===== config.mk =====
export PLATFORM = sky130hd
export DESIGN_NAME = event_router
export DESIGN_NICKNAME = d
export VERILOG_FILES = /design/src/hw/event_router_pkg.sv /design/src/hw/event_router.sv
export SDC_FILE = /design/constraint.sdc
export NUM_CORES = 1
export LEC_CHECK = 0
export ABC_AREA = 1
export BUFFER_PORTS_ARGS = -buffer_cell sky130_fd_sc_hd__buf_2
export CAP_MARGIN = 30
export CORE_MARGIN = 8
export CORE_UTILIZATION = 30
export CTS_BUF_LIST = sky130_fd_sc_hd__clkbuf_4
export CTS_CLUSTER_DIAMETER = 120
export DETAILED_ROUTE_END_ITERATION = 8
export PLACE_DENSITY = 0.57
export SETUP_SLACK_MARGIN = 0.5
export SLEW_MARGIN = 20
export SYNTH_ARGS = -nofsm -noshare
export SYNTH_HDL_FRONTEND = slang
export SYNTH_SLANG_ARGS = --single-unit

===== constraint.sdc =====
create_clock -name core_clk -period 12 [get_ports core_clk]
set_input_delay 2.4 -clock core_clk [delete_from_list [all_inputs] [get_ports core_clk]]
set_output_delay 2.4 -clock core_clk [all_outputs]
set_load 0.03 [all_outputs]

===== src/hw/event_router_pkg.sv =====
// package: register map, selector codes and carriers for the event router
package event_router_pkg;

    // register word indices; each register takes one aligned 32-bit word at four times its index
    localparam logic [7:0] OFS_PIN_OUT_EN   = 8'h00;
    localparam logic [7:0] OFS_SERIAL_ALT   = 8'h01;
    localparam logic [7:0] OFS_TIMER_ALT    = 8'h02;
    localparam logic [7:0] OFS_ASYNC_PULSE  = 8'h03;
    localparam logic [7:0] OFS_SYNC_PULSE   = 8'h04;
    localparam logic [7:0] OFS_ASYNC_CH0    = 8'h05;
    localparam logic [7:0] OFS_ASYNC_CH1    = 8'h06;
    localparam logic [7:0] OFS_SYNC_CH      = 8'h0a;
    localparam logic [7:0] OFS_ASYNC_USER   = 8'h12;
    localparam logic [7:0] OFS_SYNC_USER    = 8'h22;
    localparam int         NUM_ASYNC_USERS  = 11;
    localparam int         NUM_SYNC_USERS   = 2;
    localparam logic [7:0] REG_RESET        = 8'h00;

    // field positions
    localparam int BIT_EVENT_PIN_OUT_ZERO      = 0;
    localparam int BIT_EVENT_PIN_OUT_ONE      = 1;
    localparam int BIT_SERIAL_ALT  = 0;
    localparam int BIT_SPI_ALT     = 2;
    localparam int BIT_WAVE0_ALT   = 0;

    // asynchronous channel generator codes
    localparam logic [7:0] ACH_OFF      = 8'h00;
    localparam logic [7:0] ACH_LUT0     = 8'h01;
    localparam logic [7:0] ACH_LUT1     = 8'h02;
    localparam logic [7:0] ACH_CMP_OUT  = 8'h03;
    localparam logic [7:0] ACH_CLOCK_COUNTER_OVERFLOW  = 8'h08;
    localparam logic [7:0] ACH_CLOCK_COUNTER_COMPARE  = 8'h09;
    localparam logic [7:0] ACH_PIN_LO   = 8'h0a;
    localparam logic [7:0] ACH_PIN_HI   = 8'h11;
    localparam logic [7:0] ACH_DEBUG    = 8'h12;

    // synchronous channel generator codes
    localparam logic [7:0] SCH_TIMER_B  = 8'h01;
    localparam logic [7:0] SCH_TA_LO    = 8'h02;
    localparam logic [7:0] SCH_TA_HI    = 8'h06;
    localparam logic [7:0] SCH_PC_LO    = 8'h07;
    localparam logic [7:0] SCH_PC_HI    = 8'h0c;
    localparam logic [7:0] SCH_PA_LO    = 8'h0d;
    localparam logic [7:0] SCH_PA_HI    = 8'h14;

    // user selector codes
    localparam logic [7:0] USR_OFF      = 8'h00;
    localparam logic [7:0] USR_SYNC0    = 8'h01;
    localparam logic [7:0] USR_ASYNC0   = 8'h03;
    localparam logic [7:0] USR_ASYNC1   = 8'h04;

    // generator inputs arriving from peripherals and pins
    typedef struct packed {
        logic       logic_table_zero_output;
        logic       logic_table_one_output;
        logic       comparator_output;
        logic       clock_counter_overflow;
        logic       clock_counter_compare;
        logic       debug_interface;
        logic [7:0] port_a;
        logic [7:0] port_b;
        logic [5:0] port_c;
        logic       timer_b;
        logic [4:0] timer_a_events;   // low ovf, high unf, compare 0..2
    } gen_in_s;

    // pin placement controls towards the pad ring
    typedef struct packed {
        logic event_pin_out_zero_en;
        logic event_pin_out_one_en;
        logic serial_peripheral_port_alt;
        logic serial_transceiver_alt;
        logic timer_a_wave0_alternate;
    } pin_sel_s;

endpackage : event_router_pkg


===== src/hw/event_router.sv =====
// event routing matrix with pin selection registers behind an apb slave
//
// Operation
// - async channels decode logic, comparator, counter, pins; channel 0 also debug
// - sync channel decodes timer B, timer A, pins
// - sync channel source byte at 0x0a
// - eleven async user selectors from 0x12
// - async users: timer, converter, tables, pins
// - async user codes: off, sync0, async0, async1
// - two sync user selectors from 0x22
// - sync user 0 timer A, 1 transceiver
// - sync user codes: off or sync0
// - bits 0,1 enable event output pins
// - bit 2 moves peripheral port pins
// - bit 0 moves transceiver pins
// - bit 0 moves timer A wave 0
// - split mode applies to low compare 0
// - pulse bit inverts channel one cycle
// - reset leaves everything unconnected
//
// Design decision made here: the APB slave port.
`timescale 1ns/1ns
module event_router
    import event_router_pkg::*;
(
    input  wire logic        core_clk,                     // peripheral clock, 10 MHz
    input  wire logic        reset,                        // async, active high
    input  wire logic        psel,                         // apb select
    input  wire logic        penable,                      // apb access phase
    input  wire logic        pwrite,                       // apb direction
    input  wire logic [7:0]  paddr,                        // apb byte address
    input  wire logic [31:0] pwdata,                       // apb write data
    output logic      [31:0] prdata,                       // apb read data
    output logic             pready,                       // apb ready
    output logic             pslverr,                      // apb error, unmapped
    input  wire gen_in_s     gen_in,                       // event generators
    output logic      [10:0] async_user_event,             // per async user
    output logic      [1:0]  sync_user_event,              // per sync user
    output pin_sel_s         pin_sel                       // pad placement
);

    ////////////////////////////////////////////////////////////////////////
    // registers
    logic [7:0] pin_en_q, serial_alt_q, timer_alt_q;
    logic [7:0] async_src_q [2];
    logic [7:0] sync_src_q;
    logic [7:0] async_user_q [NUM_ASYNC_USERS];
    logic [7:0] sync_user_q [NUM_SYNC_USERS];
    logic [1:0] async_pulse_q;
    logic       sync_pulse_q;
    logic       wr_en;
    logic [5:0] widx;

    assign wr_en = psel && penable && pwrite;
    assign widx  = paddr[7:2];

    // software writes; one-cycle apb, every access completes in the access phase
    // reset unconnected
    always_ff @(posedge core_clk or posedge reset) begin
        if (reset) begin
            pin_en_q     <= REG_RESET;
            serial_alt_q <= REG_RESET;
            timer_alt_q  <= REG_RESET;
            sync_src_q   <= REG_RESET;
            async_src_q  <= '{default: REG_RESET};
            async_user_q <= '{default: REG_RESET};
            sync_user_q  <= '{default: REG_RESET};
        end else if (wr_en) begin
            if (widx == OFS_PIN_OUT_EN[5:0]) pin_en_q <= pwdata[7:0];
            if (widx == OFS_SERIAL_ALT[5:0]) serial_alt_q <= pwdata[7:0];
            if (widx == OFS_TIMER_ALT[5:0]) timer_alt_q <= pwdata[7:0];
            if (widx == OFS_ASYNC_CH0[5:0]) async_src_q[0] <= pwdata[7:0];
            if (widx == OFS_ASYNC_CH1[5:0]) async_src_q[1] <= pwdata[7:0];
            if (widx == OFS_SYNC_CH[5:0]) sync_src_q <= pwdata[7:0];
            for (int i = 0; i < NUM_ASYNC_USERS; i++) begin
                if (widx == 6'(OFS_ASYNC_USER + 8'(i))) async_user_q[i] <= pwdata[7:0];
            end
            for (int i = 0; i < NUM_SYNC_USERS; i++) begin
                if (widx == 6'(OFS_SYNC_USER + 8'(i))) sync_user_q[i] <= pwdata[7:0];
            end
        end
    end

    // strobe writes: one-cycle inversion pulses, self clearing
    // one cycle invert
    always_ff @(posedge core_clk or posedge reset) begin
        if (reset) begin
            async_pulse_q <= 2'h0;
            sync_pulse_q  <= 1'b0;
        end else begin
            async_pulse_q <= (wr_en && widx == OFS_ASYNC_PULSE[5:0]) ? pwdata[1:0] : 2'h0;
            sync_pulse_q  <= wr_en && widx == OFS_SYNC_PULSE[5:0] && pwdata[0];
        end
    end

    ////////////////////////////////////////////////////////////////////////
    // read mux
    logic [7:0] rd_byte;
    logic       rd_hit;

    always_comb begin
        rd_byte = 8'h00;
        rd_hit  = 1'b1;
        if (widx == OFS_PIN_OUT_EN[5:0])       rd_byte = pin_en_q;
        else if (widx == OFS_SERIAL_ALT[5:0])  rd_byte = serial_alt_q;
        else if (widx == OFS_TIMER_ALT[5:0])   rd_byte = timer_alt_q;
        else if (widx == OFS_ASYNC_PULSE[5:0]) rd_byte = 8'h00;
        else if (widx == OFS_SYNC_PULSE[5:0])  rd_byte = 8'h00;
        else if (widx == OFS_ASYNC_CH0[5:0])   rd_byte = async_src_q[0];
        else if (widx == OFS_ASYNC_CH1[5:0])   rd_byte = async_src_q[1];
        else if (widx == OFS_SYNC_CH[5:0])     rd_byte = sync_src_q;
        else if (widx >= OFS_ASYNC_USER[5:0] && widx < 6'(OFS_ASYNC_USER + 8'(NUM_ASYNC_USERS)))
            rd_byte = async_user_q[4'(widx - OFS_ASYNC_USER[5:0])];
        else if (widx >= OFS_SYNC_USER[5:0] && widx < 6'(OFS_SYNC_USER + 8'(NUM_SYNC_USERS)))
            rd_byte = sync_user_q[1'(widx - OFS_SYNC_USER[5:0])];
        else rd_hit = 1'b0;
    end

    // apb answer registered in the setup cycle, so ready rises with penable
    always_ff @(posedge core_clk or posedge reset) begin
        if (reset) begin
            prdata  <= 32'h0;
            pready  <= 1'b0;
            pslverr <= 1'b0;
        end else begin
            pready  <= psel && !penable;
            pslverr <= psel && !penable && !rd_hit;
            prdata  <= (psel && !penable && !pwrite) ? {24'h0, rd_byte} : 32'h0;
        end
    end

    ////////////////////////////////////////////////////////////////////////
    // input synchronisers: three stages, change accepted when stages 2 and 3 agree
    localparam int NGEN = $bits(gen_in_s);
    logic [NGEN-1:0] s1_q, s2_q, s3_q, gen_q;
    gen_in_s         g;

    always_ff @(posedge core_clk or posedge reset) begin
        if (reset) begin
            s1_q  <= '0;
            s2_q  <= '0;
            s3_q  <= '0;
            gen_q <= '0;
        end else begin
            s1_q  <= gen_in;
            s2_q  <= s1_q;
            s3_q  <= s2_q;
            gen_q <= (s2_q & s3_q) | (gen_q & (s2_q | s3_q));
        end
    end
    assign g = gen_in_s'(gen_q);

    ////////////////////////////////////////////////////////////////////////
    // channel decode
    logic [1:0] async_ch;
    logic       sync_ch;

    always_comb begin
        for (int c = 0; c < 2; c++) begin
            logic [7:0] s;
            logic [7:0] pins;
            s    = async_src_q[c];
            pins = (c == 0) ? g.port_a : g.port_b;
            async_ch[c] = 1'b0;
            if (s == ACH_LUT0) async_ch[c] = g.logic_table_zero_output;
            else if (s == ACH_LUT1) async_ch[c] = g.logic_table_one_output;
            else if (s == ACH_CMP_OUT) async_ch[c] = g.comparator_output;
            else if (s == ACH_CLOCK_COUNTER_OVERFLOW) async_ch[c] = g.clock_counter_overflow;
            else if (s == ACH_CLOCK_COUNTER_COMPARE) async_ch[c] = g.clock_counter_compare;
            else if (s >= ACH_PIN_LO && s <= ACH_PIN_HI) async_ch[c] = pins[3'(s - ACH_PIN_LO)];
            else if (c == 0 && s == ACH_DEBUG) async_ch[c] = g.debug_interface;
            async_ch[c] = async_ch[c] ^ async_pulse_q[c];
        end
    end

    always_comb begin
        sync_ch = 1'b0;
        if (sync_src_q == SCH_TIMER_B) sync_ch = g.timer_b;
        else if (sync_src_q >= SCH_TA_LO && sync_src_q <= SCH_TA_HI)
            sync_ch = g.timer_a_events[3'(sync_src_q - SCH_TA_LO)];
        else if (sync_src_q >= SCH_PC_LO && sync_src_q <= SCH_PC_HI)
            sync_ch = g.port_c[3'(sync_src_q - SCH_PC_LO)];
        else if (sync_src_q >= SCH_PA_LO && sync_src_q <= SCH_PA_HI)
            sync_ch = g.port_a[3'(sync_src_q - SCH_PA_LO)];
        sync_ch = sync_ch ^ sync_pulse_q;
    end

    ////////////////////////////////////////////////////////////////////////
    // user multiplexers, registered outputs
    // async user map
    genvar u;
    generate
        for (u = 0; u < NUM_ASYNC_USERS; u++) begin : g_async_user
            always_ff @(posedge core_clk or posedge reset) begin
                if (reset) begin
                    async_user_event[u] <= 1'b0;
                end else begin
                    unique case (async_user_q[u])
                        USR_SYNC0:  async_user_event[u] <= sync_ch;
                        USR_ASYNC0: async_user_event[u] <= async_ch[0];
                        USR_ASYNC1: async_user_event[u] <= async_ch[1];
                        default:    async_user_event[u] <= 1'b0;   // off and reserved
                    endcase
                end
            end
        end
        for (u = 0; u < NUM_SYNC_USERS; u++) begin : g_sync_user
            always_ff @(posedge core_clk or posedge reset) begin
                if (reset) sync_user_event[u] <= 1'b0;
                else sync_user_event[u] <= (sync_user_q[u] == USR_SYNC0) && sync_ch;
            end
        end
    endgenerate

    ////////////////////////////////////////////////////////////////////////
    // pin placement controls; the timer's split-mode low compare 0 shares
    // the same pad steering, so one bit covers both modes
    always_ff @(posedge core_clk or posedge reset) begin
        if (reset) begin
            pin_sel <= '0;
        end else begin
            pin_sel.event_pin_out_zero_en      <= pin_en_q[BIT_EVENT_PIN_OUT_ZERO];
            pin_sel.event_pin_out_one_en       <= pin_en_q[BIT_EVENT_PIN_OUT_ONE];
            pin_sel.serial_peripheral_port_alt <= serial_alt_q[BIT_SPI_ALT];
            pin_sel.serial_transceiver_alt     <= serial_alt_q[BIT_SERIAL_ALT];
            pin_sel.timer_a_wave0_alternate    <= timer_alt_q[BIT_WAVE0_ALT];
        end
    end

endmodule : event_router


==> results of run 1 <==
==> where the power goes <==
part           internal (W)  total [W]  leakage [nW]  switching [W]
sequential          0.00113    0.00117          4.11      0.0000390
combinational     0.0000659   0.000219          2.80       0.000153
clock              0.000492   0.000945         0.638       0.000453
total               0.00169    0.00233          7.55       0.000645
==> layout make-up <==
class / instances / area [sq um]
fillers: 4702 / 29500
flip-flops and latches: 319 / 7980
multi-input cells: 1011 / 4830
clock buffers: 122 / 916
well taps: 600 / 751
repair buffers: 90 / 556
inverters: 131 / 504
clock inverters: 27 / 155
diodes: 6 / 15.0
==> registers in the layout, indices dropped and copies added (netlist names) <==
register and count:
sync_pulse_q 1, serial_alt_q 8, async_user_q 88, async_user_event 11, s1_q 34, g 34, pready 1, sync_user_q 16
s2_q 34, pslverr 1, timer_alt_q 8, s3_q 34, pin_sel 5, pin_en_q 8, async_pulse_q 2, async_src_q 16
sync_user_event 2, prdata 8, sync_src_q 8
==> metal layers <==
metal / global-route usage / vias to the layer above / part of all wire
li1: - / 5226 / -
met1: 0.180 / 5108 / 0.44
met2: 0.220 / 320 / 0.47
met3: 0.0342 / 85 / 0.058
met4: 0.0562 / 2 / 0.027
met5: 0 / - / 0.00055
==> stage by stage <==
step           instance area (sq um)  utilization  setup WS [ns]
2_1_floorplan                  13700            -          0.772
3_3_place_gp                   14500        0.321           6.87
3_5_place_dp                   14500        0.322           6.88
4_1_cts                        15600        0.345           7.71
5_1_grt                        15700        0.348           7.51
6_report                       15700        0.348           7.61
==> worst max-delay path, delay by kind of cell <==
family	cells	cell delay, ns
buffers and inverters	3	1.06
AO/OA/AOI/OAI	1	0.16
AND/OR/NAND/NOR	10	1.37
==> path summary, 6_finish.rpt <==
path,start,endpoint,cells after the start
setup / recovery,paddr[2],prdata[0],14
hold / removal,s1_q[1],s2_q[1],0
setup reg to reg,sync_src_q[0],async_user_event[0],14
hold reg to reg,s1_q[1],s2_q[1],0
max in group asynchronous,reset,async_user_q[2],4
min in group asynchronous,reset,s2_q[11],2
==> cells by family after synthesis <==
family | Yosys count | synth area share
flops | 319 | 0.585
fa+ha+maj | 43 | 0.0332
buf+inv | 209 | 0.0672
simple gates | 709 | 0.224
xor+xnor | 2 | 0.00128
mux | 2 | 0.00147
other cells | 1 | 0.000275
compound gates | 231 | 0.0875
==> cells in the final DEF (no fill, tap or decap), types with 22 or more instances in the layout <==
master / Yosys / layout
nor4_1: 22 / 22
nand2_1: 379 / 379
nand3_1: 127 / 127
clkbuf_4: 0 / 122
o21ai_0: 159 / 159
conb_1: 1 / 24
maj3_1: 34 / 34
nor3_1: 22 / 22
buf_2: 18 / 80
dfrtp_1: 319 / 319
a21oi_1: 42 / 42
inv_1: 122 / 121
nor2_1: 115 / 115
==> results.json, run 1 <==
{
  "cts_max_level": 3,
  "syn_inst": 1516,
  "place_congestion": 0.890,
  "drive_gt1_frac": 0.147,
  "outcome": "finished, final reports clean",
  "rsz0062_at_grt": "no",
  "yosysTopAreaCell": "dfrtp_1",
  "reg2reg_slack_ns": 8.61,
  "area_growth_pct": 15.1,
  "final-hold-violation-count": 0,
  "grt.total_usage": 0.139,
  "grt_pass1_vias": 11000,
  "drt_pass1_iterations": 5,
  "synth-edff-count": 0,
  "drt_iter0_drc": 898,
  "die_w_um": 229,
  "cts_buffers": 87,
  "finalPower_w": 0.00233,
  "setup_tns_ns": 0,
  "route.detailed.vias_per_inst": 4.66,
  "drv_slew": 0,
  "setup-violations-final": 0,
  "p_leak_nw": 7.55,
  "irDropWorstVdd_uv": 66.6,
  "synth_cell_types": 40,
  "num_rows": 78,
  "drt_wl_total_mm": 36.3,
  "fmax_ghz": 0.228,
  "start_kind": "primary input",
  "fin_hold_ws_ns": 0.342,
  "post_drt_wl_per_cell_um": 15.7,
  "ys.flop_type": "dfrtp_1",
  "drcViolationCount": 0,
  "tightest_slew_ns": 0.938,
  "cp.required_ns": 12.64,
  "insertion_delay_ns": 0.79,
  "drv_cap": 0,
  "skew_ns": 0.0671,
  "path_cells": "buf_2, nand2_1, inv_1, nand2_1, nand4_1, o21ai_0, nand2_1, nand2_1, nand2_1, nand2_1, nand2_1, nand3_1, nand2_1, inv_1",
  "worst_path_most_repeated_cell": "nand2_1",
  "core_sq_um": 45200,
  "grt_pass1_wl_mm": 58.7,
  "clockBufferDepth": 3,
  "synth.top_cell.area_share": 0.585,
  "dp_cells": 2145,
  "antenna_found_initial": 4,
  "crit_fanout": 24,
  "cts_resized": 0,
  "dp_hpwl_mm": 24.5,
  "start_util": 0.302,
  "grt_max_degree": 194,
  "max-slew-margin-rel": 0.374,
  "cts.sinks": 319,
  "cts_tree": "done",
  "hp-class": "reg2reg",
  "cts_setup_buffers": 0,
  "io_pins": 131,
  "layout.nets": 1728,
  "ant_nets": 0,
  "clk_pin_slew_ns": 0.06,
  "post-route-period-util": 0.366,
  "cp_slowest_cell": "nand2_1",
  "min_period_ns": 4.39,
  "port-buffer-count": 80,
  "yosys_warnings": 0,
  "syn_avg_cell_area_sq_um": 9.00,
  "synth_seq_cells": 319,
  "max_stage_delay_ns": 0.55,
  "gr-total-overflow": 0,
  "worstPathArrival_ns": 5.03,
  "dieArea_sq_um": 52600,
  "finalNonFillerCells": 2306,
  "ctsHoldBuffers": 0,
  "cts-root-buf": "clkbuf_4",
  "routed-via-count": 10700,
  "cp-end-kind": "flop",
  "power.density_nw_per_um2": 149,
  "netlist_area_sq_um": 13600,
  "synth_seq_area_share": 0.585,
  "yosys-top-cells-area": "dfrtp_1, nand2_1, o21ai_0",
  "synthArstFlopShare": 1.00,
  "path_class": "in2reg",
  "synth_common_cells": "nand2_1, dfrtp_1, o21ai_0, nand3_1, inv_1",
  "synthMostInstantiatedCell": "nand2_1",
  "die_y_um": 229
}
(Power assumes the default switching activity.)
==> run 2: changes to the inputs <==
--- a/config.mk
+++ b/config.mk
@@ -13,7 +13,7 @@
 export CTS_BUF_LIST = sky130_fd_sc_hd__clkbuf_4
 export CTS_CLUSTER_DIAMETER = 120
 export DETAILED_ROUTE_END_ITERATION = 8
-export PLACE_DENSITY = 0.57
+export PLACE_DENSITY = 0.59
 export SETUP_SLACK_MARGIN = 0.5
 export SLEW_MARGIN = 20
 export SYNTH_ARGS = -nofsm -noshare
==> constraint.sdc (replaced) <==
create_clock -name core_clk -period 3.9 [get_ports core_clk]
set_input_delay 0.78 -clock core_clk [delete_from_list [all_inputs] [get_ports core_clk]]
set_output_delay 0.78 -clock core_clk [all_outputs]
set_load 0.03 [all_outputs]
==> run 2 against run 1 <==
Effect of this change: worst hold slack worse by 0.21 ns; design area is 0.20% lower; flip-flop and latch count unchanged; critical path type is now reg2reg; largest power group unchanged; highest routed layer is now met4.
==> results.json, run 2 (same netlist as run 1, synthesis figures left out) <==
{
  "outcome": "finished, final reports clean",
  "critPathTopFamily": "simple AND/OR/NAND/NOR gates",
  "start_kind": "flop",
  "cp_slowest_cell": "dfrtp_1",
  "dp_cells": 2156,
  "die_y_um": 229,
  "die_w_um": 229,
  "critical_path_buf_inv_count": 2,
  "fin_util": 0.347,
  "final-hold-violation-count": 0,
  "place_congestion": 0.931,
  "route.detailed.vias_per_inst": 4.72,
  "clk_pin_slew_ns": 0.07,
  "path_cells": "inv_1, ha_1, inv_1, a21oi_1, o21ai_0, nand2_1, nand2_1, nand3_1, nand2_1, nand2_1, nand2_1, nand2_1, nand2_1, nand3_1, nand3_1",
  "power.density_nw_per_um2": 453,
  "finalNonFillerCells": 2302,
  "cts-root-buf": "clkbuf_4",
  "fmax_ghz": 0.326,
  "multi_input_area_sq_um": 4830,
  "top_register": "async_user_q",
  "skew_ns": 0.0623,
  "drcViolationCount": 0,
  "cts_max_level": 3,
  "grt.total_usage": 0.139,
  "rsz0062_at_grt": "no",
  "cts_setup_buffers": 0,
  "cts_buffers": 85,
  "finalPower_w": 0.00710,
  "layout.nets": 1731,
  "worst_path_most_repeated_cell": "nand2_1",
  "insertion_delay_ns": 0.77,
  "min_period_ns": 3.06,
  "drt_wl_total_mm": 36.5,
  "final_cell_mix": "nand2_1, dfrtp_1, o21ai_0",
  "irDropWorstVdd_uv": 206,
  "cts_tree": "done",
  "core_sq_um": 45200,
  "drive_gt1_frac": 0.148,
  "cp.required_ns": 4.44,
  "clockBufferDepth": 3,
  "ctsHoldBuffers": 0,
  "dp_slack_ns": 0.877,
  "drt_iter0_drc": 819,
  "setup_tns_ns": 0,
  "setup-violations-final": 0,
  "ant_nets": 0,
  "tightest_slew_ns": 0.951,
  "post_drt_wl_per_cell_um": 15.9,
  "start_util": 0.302,
  "drv_slew": 0,
  "io_pins": 131,
  "largest_reg_flops": 88,
  "worstPathArrival_ns": 3.60,
  "antenna_found_initial": 1,
  "max_stage_delay_ns": 0.58,
  "hp-class": "in2reg",
  "path_class": "reg2reg",
  "grt_pass1_vias": 11000,
  "p_leak_nw": 7.54,
  "post-route-period-util": 0.785,
  "num_rows": 78,
  "worst_slack_ns": 0.837,
  "mostFrequentLayoutCell": "nand2_1",
  "seqCellArea_sq_um": 7980,
  "dp_hpwl_mm": 24.7,
  "grt_pass1_wl_mm": 59.3,
  "drv_cap": 0,
  "routed-via-count": 10900,
  "max-slew-margin-rel": 0.365,
  "drt_pass1_iterations": 5,
  "port-buffer-count": 80,
  "area_growth_pct": 14.9,
  "num-fill-cells": 4706,
  "crit_fanout": 12,
  "cts.sinks": 319,
  "cp-end-kind": "flop",
  "dieArea_sq_um": 52600,
  "gr-total-overflow": 0,
  "grt_max_degree": 132,
  "cts_resized": 0
}
==> run 2: final timing paths <==
path	from	to	slack (ns)	depth (start not counted)
setup reg to reg	sync_src_q[1]	async_user_event[0]	0.84	15
hold reg to reg	s1_q[11]	s2_q[11]	0.30	0
hold / removal	gen_in[0]	s1_q[0]	0.13	1
min in group asynchronous	reset	async_user_q[72]	0.20	3
setup / recovery	sync_src_q[1]	async_user_event[0]	0.84	15
max in group asynchronous	reset	s1_q[12]	3.07	3
==> run 2: per-stage QoR <==
| stage | hold WS, ns | instance area, sq um |
|---|---|---|
| global placement | 0.334 | 14600 |
| floorplan | 0.331 | 13700 |
| global route | 0.0528 | 15700 |
| finish | 0.132 | 15700 |
| detailed placement | 0.335 | 14600 |
| CTS | 0.0453 | 15700 |
==> run 2: routing by layer <==
layer | routed length (um) | up-vias | track usage
met5 | 0 | - | 0
met4 | 802 | 0 | 0.0522
met3 | 2300 | 69 | 0.0341
met2 | 16900 | 346 | 0.221
met1 | 16500 | 5234 | 0.182
li1 | - | 5225 | -
==> run 2: final cells by class <==
cell class                      instances  area share
Antenna cell                            1    0.000160
Multi-Input combinational cell       1011       0.308
Timing Repair Buffer                   95      0.0369
Tap cell                              600      0.0479
Clock buffer                          116      0.0555
Sequential cell                       319       0.509
Inverter                              131      0.0319
Clock inverter                         29      0.0104
==> run 2: where the power goes <==
group | leakage [nW] | switching, W | internal [W] | total [W]
registers | 4.11 | 0.000117 | 0.00348 | 0.00360
clock network | 0.614 | 0.00137 | 0.00145 | 0.00282
logic | 2.81 | 0.000479 | 0.000204 | 0.000683
==> run 3: changes to the inputs <==
--- a/config.mk
+++ b/config.mk
@@ -5,7 +5,7 @@
 export SDC_FILE = /design/constraint.sdc
 export NUM_CORES = 1
 export LEC_CHECK = 0
-export ABC_AREA = 1
+export ABC_AREA = 0
 export BUFFER_PORTS_ARGS = -buffer_cell sky130_fd_sc_hd__buf_2
 export CAP_MARGIN = 30
 export CORE_MARGIN = 8
@@ -13,7 +13,7 @@
 export CTS_BUF_LIST = sky130_fd_sc_hd__clkbuf_4
 export CTS_CLUSTER_DIAMETER = 120
 export DETAILED_ROUTE_END_ITERATION = 8
-export PLACE_DENSITY = 0.59
+export PLACE_DENSITY = 0.57
 export SETUP_SLACK_MARGIN = 0.5
 export SLEW_MARGIN = 20
 export SYNTH_ARGS = -nofsm -noshare
==> constraint.sdc (replaced) <==
create_clock -name core_clk -period 2.9 [get_ports core_clk]
set_input_delay 0.58 -clock core_clk [delete_from_list [all_inputs] [get_ports core_clk]]
set_output_delay 0.58 -clock core_clk [all_outputs]
set_load 0.03 [all_outputs]
==> run 3 against run 2 <==
Effect of this change: die area down 0.77%; register-to-register slack worse by 0.50 ns; sequential power up 35%; clock power up 43%; area after synthesis down 0.83%; first-iteration DRC count down 39%; design area up 4.9%; critical endpoint is now async_user_event[7]; highest routed layer is now met5.
==> results.json, run 3 <==
{
  "routed-via-count": 8865,
  "ant_nets": 0,
  "yosys_warnings": 0,
  "core_sq_um": 45000,
  "setup-violations-final": 0,
  "synthArstFlopShare": 1.00,
  "hp-class": "in2reg",
  "synth_cell_types": 67,
  "swShare": 0.259,
  "final_cell_mix": "dfrtp_1, mux2_2, clkbuf_4",
  "synth-xor-area-share": 0.00453,
  "skew_ns": 0.0509,
  "cts_tree": "done",
  "min_period_ns": 2.56,
  "cts.sinks": 319,
  "synth_compound_area_frac": 0.0677,
  "num_rows": 78,
  "finalPower_w": 0.00983,
  "max-slew-margin-rel": 0.620,
  "irDropWorstVdd_uv": 286,
  "die_y_um": 228,
  "synthMostInstantiatedCell": "dfrtp_1",
  "drt_iter0_drc": 502,
  "area_growth_pct": 21.5,
  "die_w_um": 228,
  "cts-root-buf": "clkbuf_4",
  "grt_pass1_wl_mm": 53.8,
  "crit_end": "async_user_event[7]",
  "post_drt_wl_per_cell_um": 17.3,
  "dieArea_sq_um": 52200,
  "dp_cells": 1682,
  "antenna_found_initial": 9,
  "top_register": "async_user_q",
  "crit_start": "sync_src_q[0]",
  "port-buffer-count": 80,
  "synth_common_cells": "dfrtp_1, mux2_2, nand2_1, nor2_1, o21ai_0",
  "worst_slack_ns": 0.337,
  "post-route-period-util": 0.884,
  "timing.rr.end": "async_user_event[7]",
  "grt.total_usage": 0.128,
  "drt_wl_total_mm": 32.7,
  "hold_depth": 2,
  "clockPowerShare": 0.410,
  "ys.flop_type": "dfrtp_1",
  "final-hold-violation-count": 0,
  "dp_hpwl_mm": 21.9,
  "muxShareOfSynthArea": 0.174,
  "tightest_slew_ns": 0.570,
  "cp.required_ns": 3.53,
  "drt_pass1_iterations": 5,
  "dp_slack_ns": 0.146,
  "cts_max_level": 3,
  "reg2reg_slack_ns": 0.34,
  "rsz0062_at_grt": "yes",
  "drive_gt1_frac": 0.377,
  "crit_fanout": 11,
  "cp-end-kind": "flop",
  "cts_buffers": 89,
  "clk_pin_slew_ns": 0.06,
  "io_pins": 131,
  "p_seq_frac": 0.494,
  "drcViolationCount": 0,
  "synth-edff-count": 0,
  "synth_seq_cells": 319,
  "place_congestion": 0.853,
  "mostFrequentLayoutCell": "dfrtp_1",
  "num-fill-cells": 4409,
  "synth_seq_area_share": 0.590,
  "power.density_nw_per_um2": 597,
  "start_util": 0.301,
  "setup_tns_ns": 0,
  "syn_avg_cell_area_sq_um": 13.5,
  "synthAdderAreaFrac": 0.0335,
  "grt_max_degree": 90,
  "start_kind": "flop",
  "grt_pass1_vias": 9730,
  "fmax_ghz": 0.390,
  "finalNonFillerCells": 1889,
  "path_class": "reg2reg",
  "yosysTopAreaCell": "dfrtp_1",
  "synth.top_cell.area_share": 0.590,
  "syn_inst": 1004,
  "largest_reg_flops": 88,
  "drv_slew": 0,
  "r2r_cells": 10,
  "pwr-share-comb": 0.096,
  "reg2reg_from": "sync_src_q[0]",
  "p_leak_nw": 7.62,
  "fin_util": 0.366,
  "gr-total-overflow": 0,
  "outcome": "finished, final reports clean",
  "intPower_w": 0.00728,
  "yosys.area_share.simple": 0.0941,
  "layout.nets": 1300,
  "netlist_area_sq_um": 13500,
  "drv_cap": 0,
  "synth_top_family_by_area": "multiplexers",
  "yosys-top-cells-area": "dfrtp_1, mux2_2, mux4_2",
  "p_sw_w": 0.00255,
  "clockBufferDepth": 3,
  "worstPathArrival_ns": 3.20,
  "insertion_delay_ns": 0.77,
  "route.detailed.vias_per_inst": 4.69
}
[run 3: worst min path at each step]
| stage | startpoint | end | slack [ns] |
|---|---|---|---|
| 3_5_place_dp | s1_q[24] | s2_q[24] | 0.33 |
| 3_3_place_gp | s1_q[15] | s2_q[15] | 0.33 |
| 6_report | psel | pready | 0.17 |
| 2_1_floorplan | s1_q[0] | s2_q[0] | 0.33 |
| 5_1_grt | psel | pready | 0.08 |
| 4_1_cts | psel | pready | 0.07 |
[run 3: what timing repair did]
action | in CTS | in global routing
resized for setup | 9 | 12
buffers inserted | 1 | 1
gates cloned | 1 | 0
hold buffers | 36 | 0
endpoints found under the setup margin | 13 | 13
endpoints found under the hold margin | 47 | 0
pin swaps | 7 | 10
[run 3: area by class of cell]
cell class / instances / area [sq um] / share of cell area
Clock inverter: 26 / 139 / 0.00844
Timing Repair Buffer: 167 / 1230 / 0.0745
Antenna cell: 9 / 22.5 / 0.00137
Inverter: 19 / 75.1 / 0.00456
Sequential cell: 319 / 7980 / 0.485
Tap cell: 600 / 751 / 0.0456
Clock buffer: 133 / 998 / 0.0607
Multi-Input combinational cell: 616 / 5250 / 0.319
[run 3: kinds of logic after synthesis]
logic type / after synthesis
other cells: 1
mux: 189
fa+ha+maj: 43
compound gates: 131
xor+xnor: 7
flops: 319
buf+inv: 92
simple gates: 222
[run 3: stage by stage]
| step | instance area (sq um) | hold WS [ns] |
|---|---|---|
| after floorplan | 13600 | 0.331 |
| after global placement | 14800 | 0.333 |
| after detailed placement | 14800 | 0.335 |
| after CTS | 16300 | 0.0705 |
| after global routing | 16400 | 0.0790 |
| final | 16400 | 0.169 |
[run 3: power groups by stage]
stage | clock [W] | combinational, W | sequential [W]
2_1_floorplan | 0 | 0.000620 | 0.00489
3_3_place_gp | 0 | 0.000860 | 0.00493
3_5_place_dp | 0 | 0.000876 | 0.00493
4_1_cts | 0.00423 | 0.000932 | 0.00485
5_1_grt | 0.00451 | 0.00104 | 0.00488
6_report | 0.00403 | 0.000942 | 0.00485
[run 3: per-layer routing]
metal	global-route usage	wire, um	vias up
met3	0.0377	1940	82
li1	-	-	4122
met4	0.0537	900	2
met2	0.191	14600	251
met5	0	9	-
met1	0.171	15200	4408
[run 3: worst max-delay path: stages (launching register included)]
cell and delay, ns:
dfrtp_1 0.39, buf_6 0.16, ha_1 0.24, xnor2_2 0.16
nor3_1 0.24, a21oi_2 0.09, or4b_1 0.48, nand3b_1 0.15
nor2_2 0.07, buf_6 0.16, a221o_1 0.31
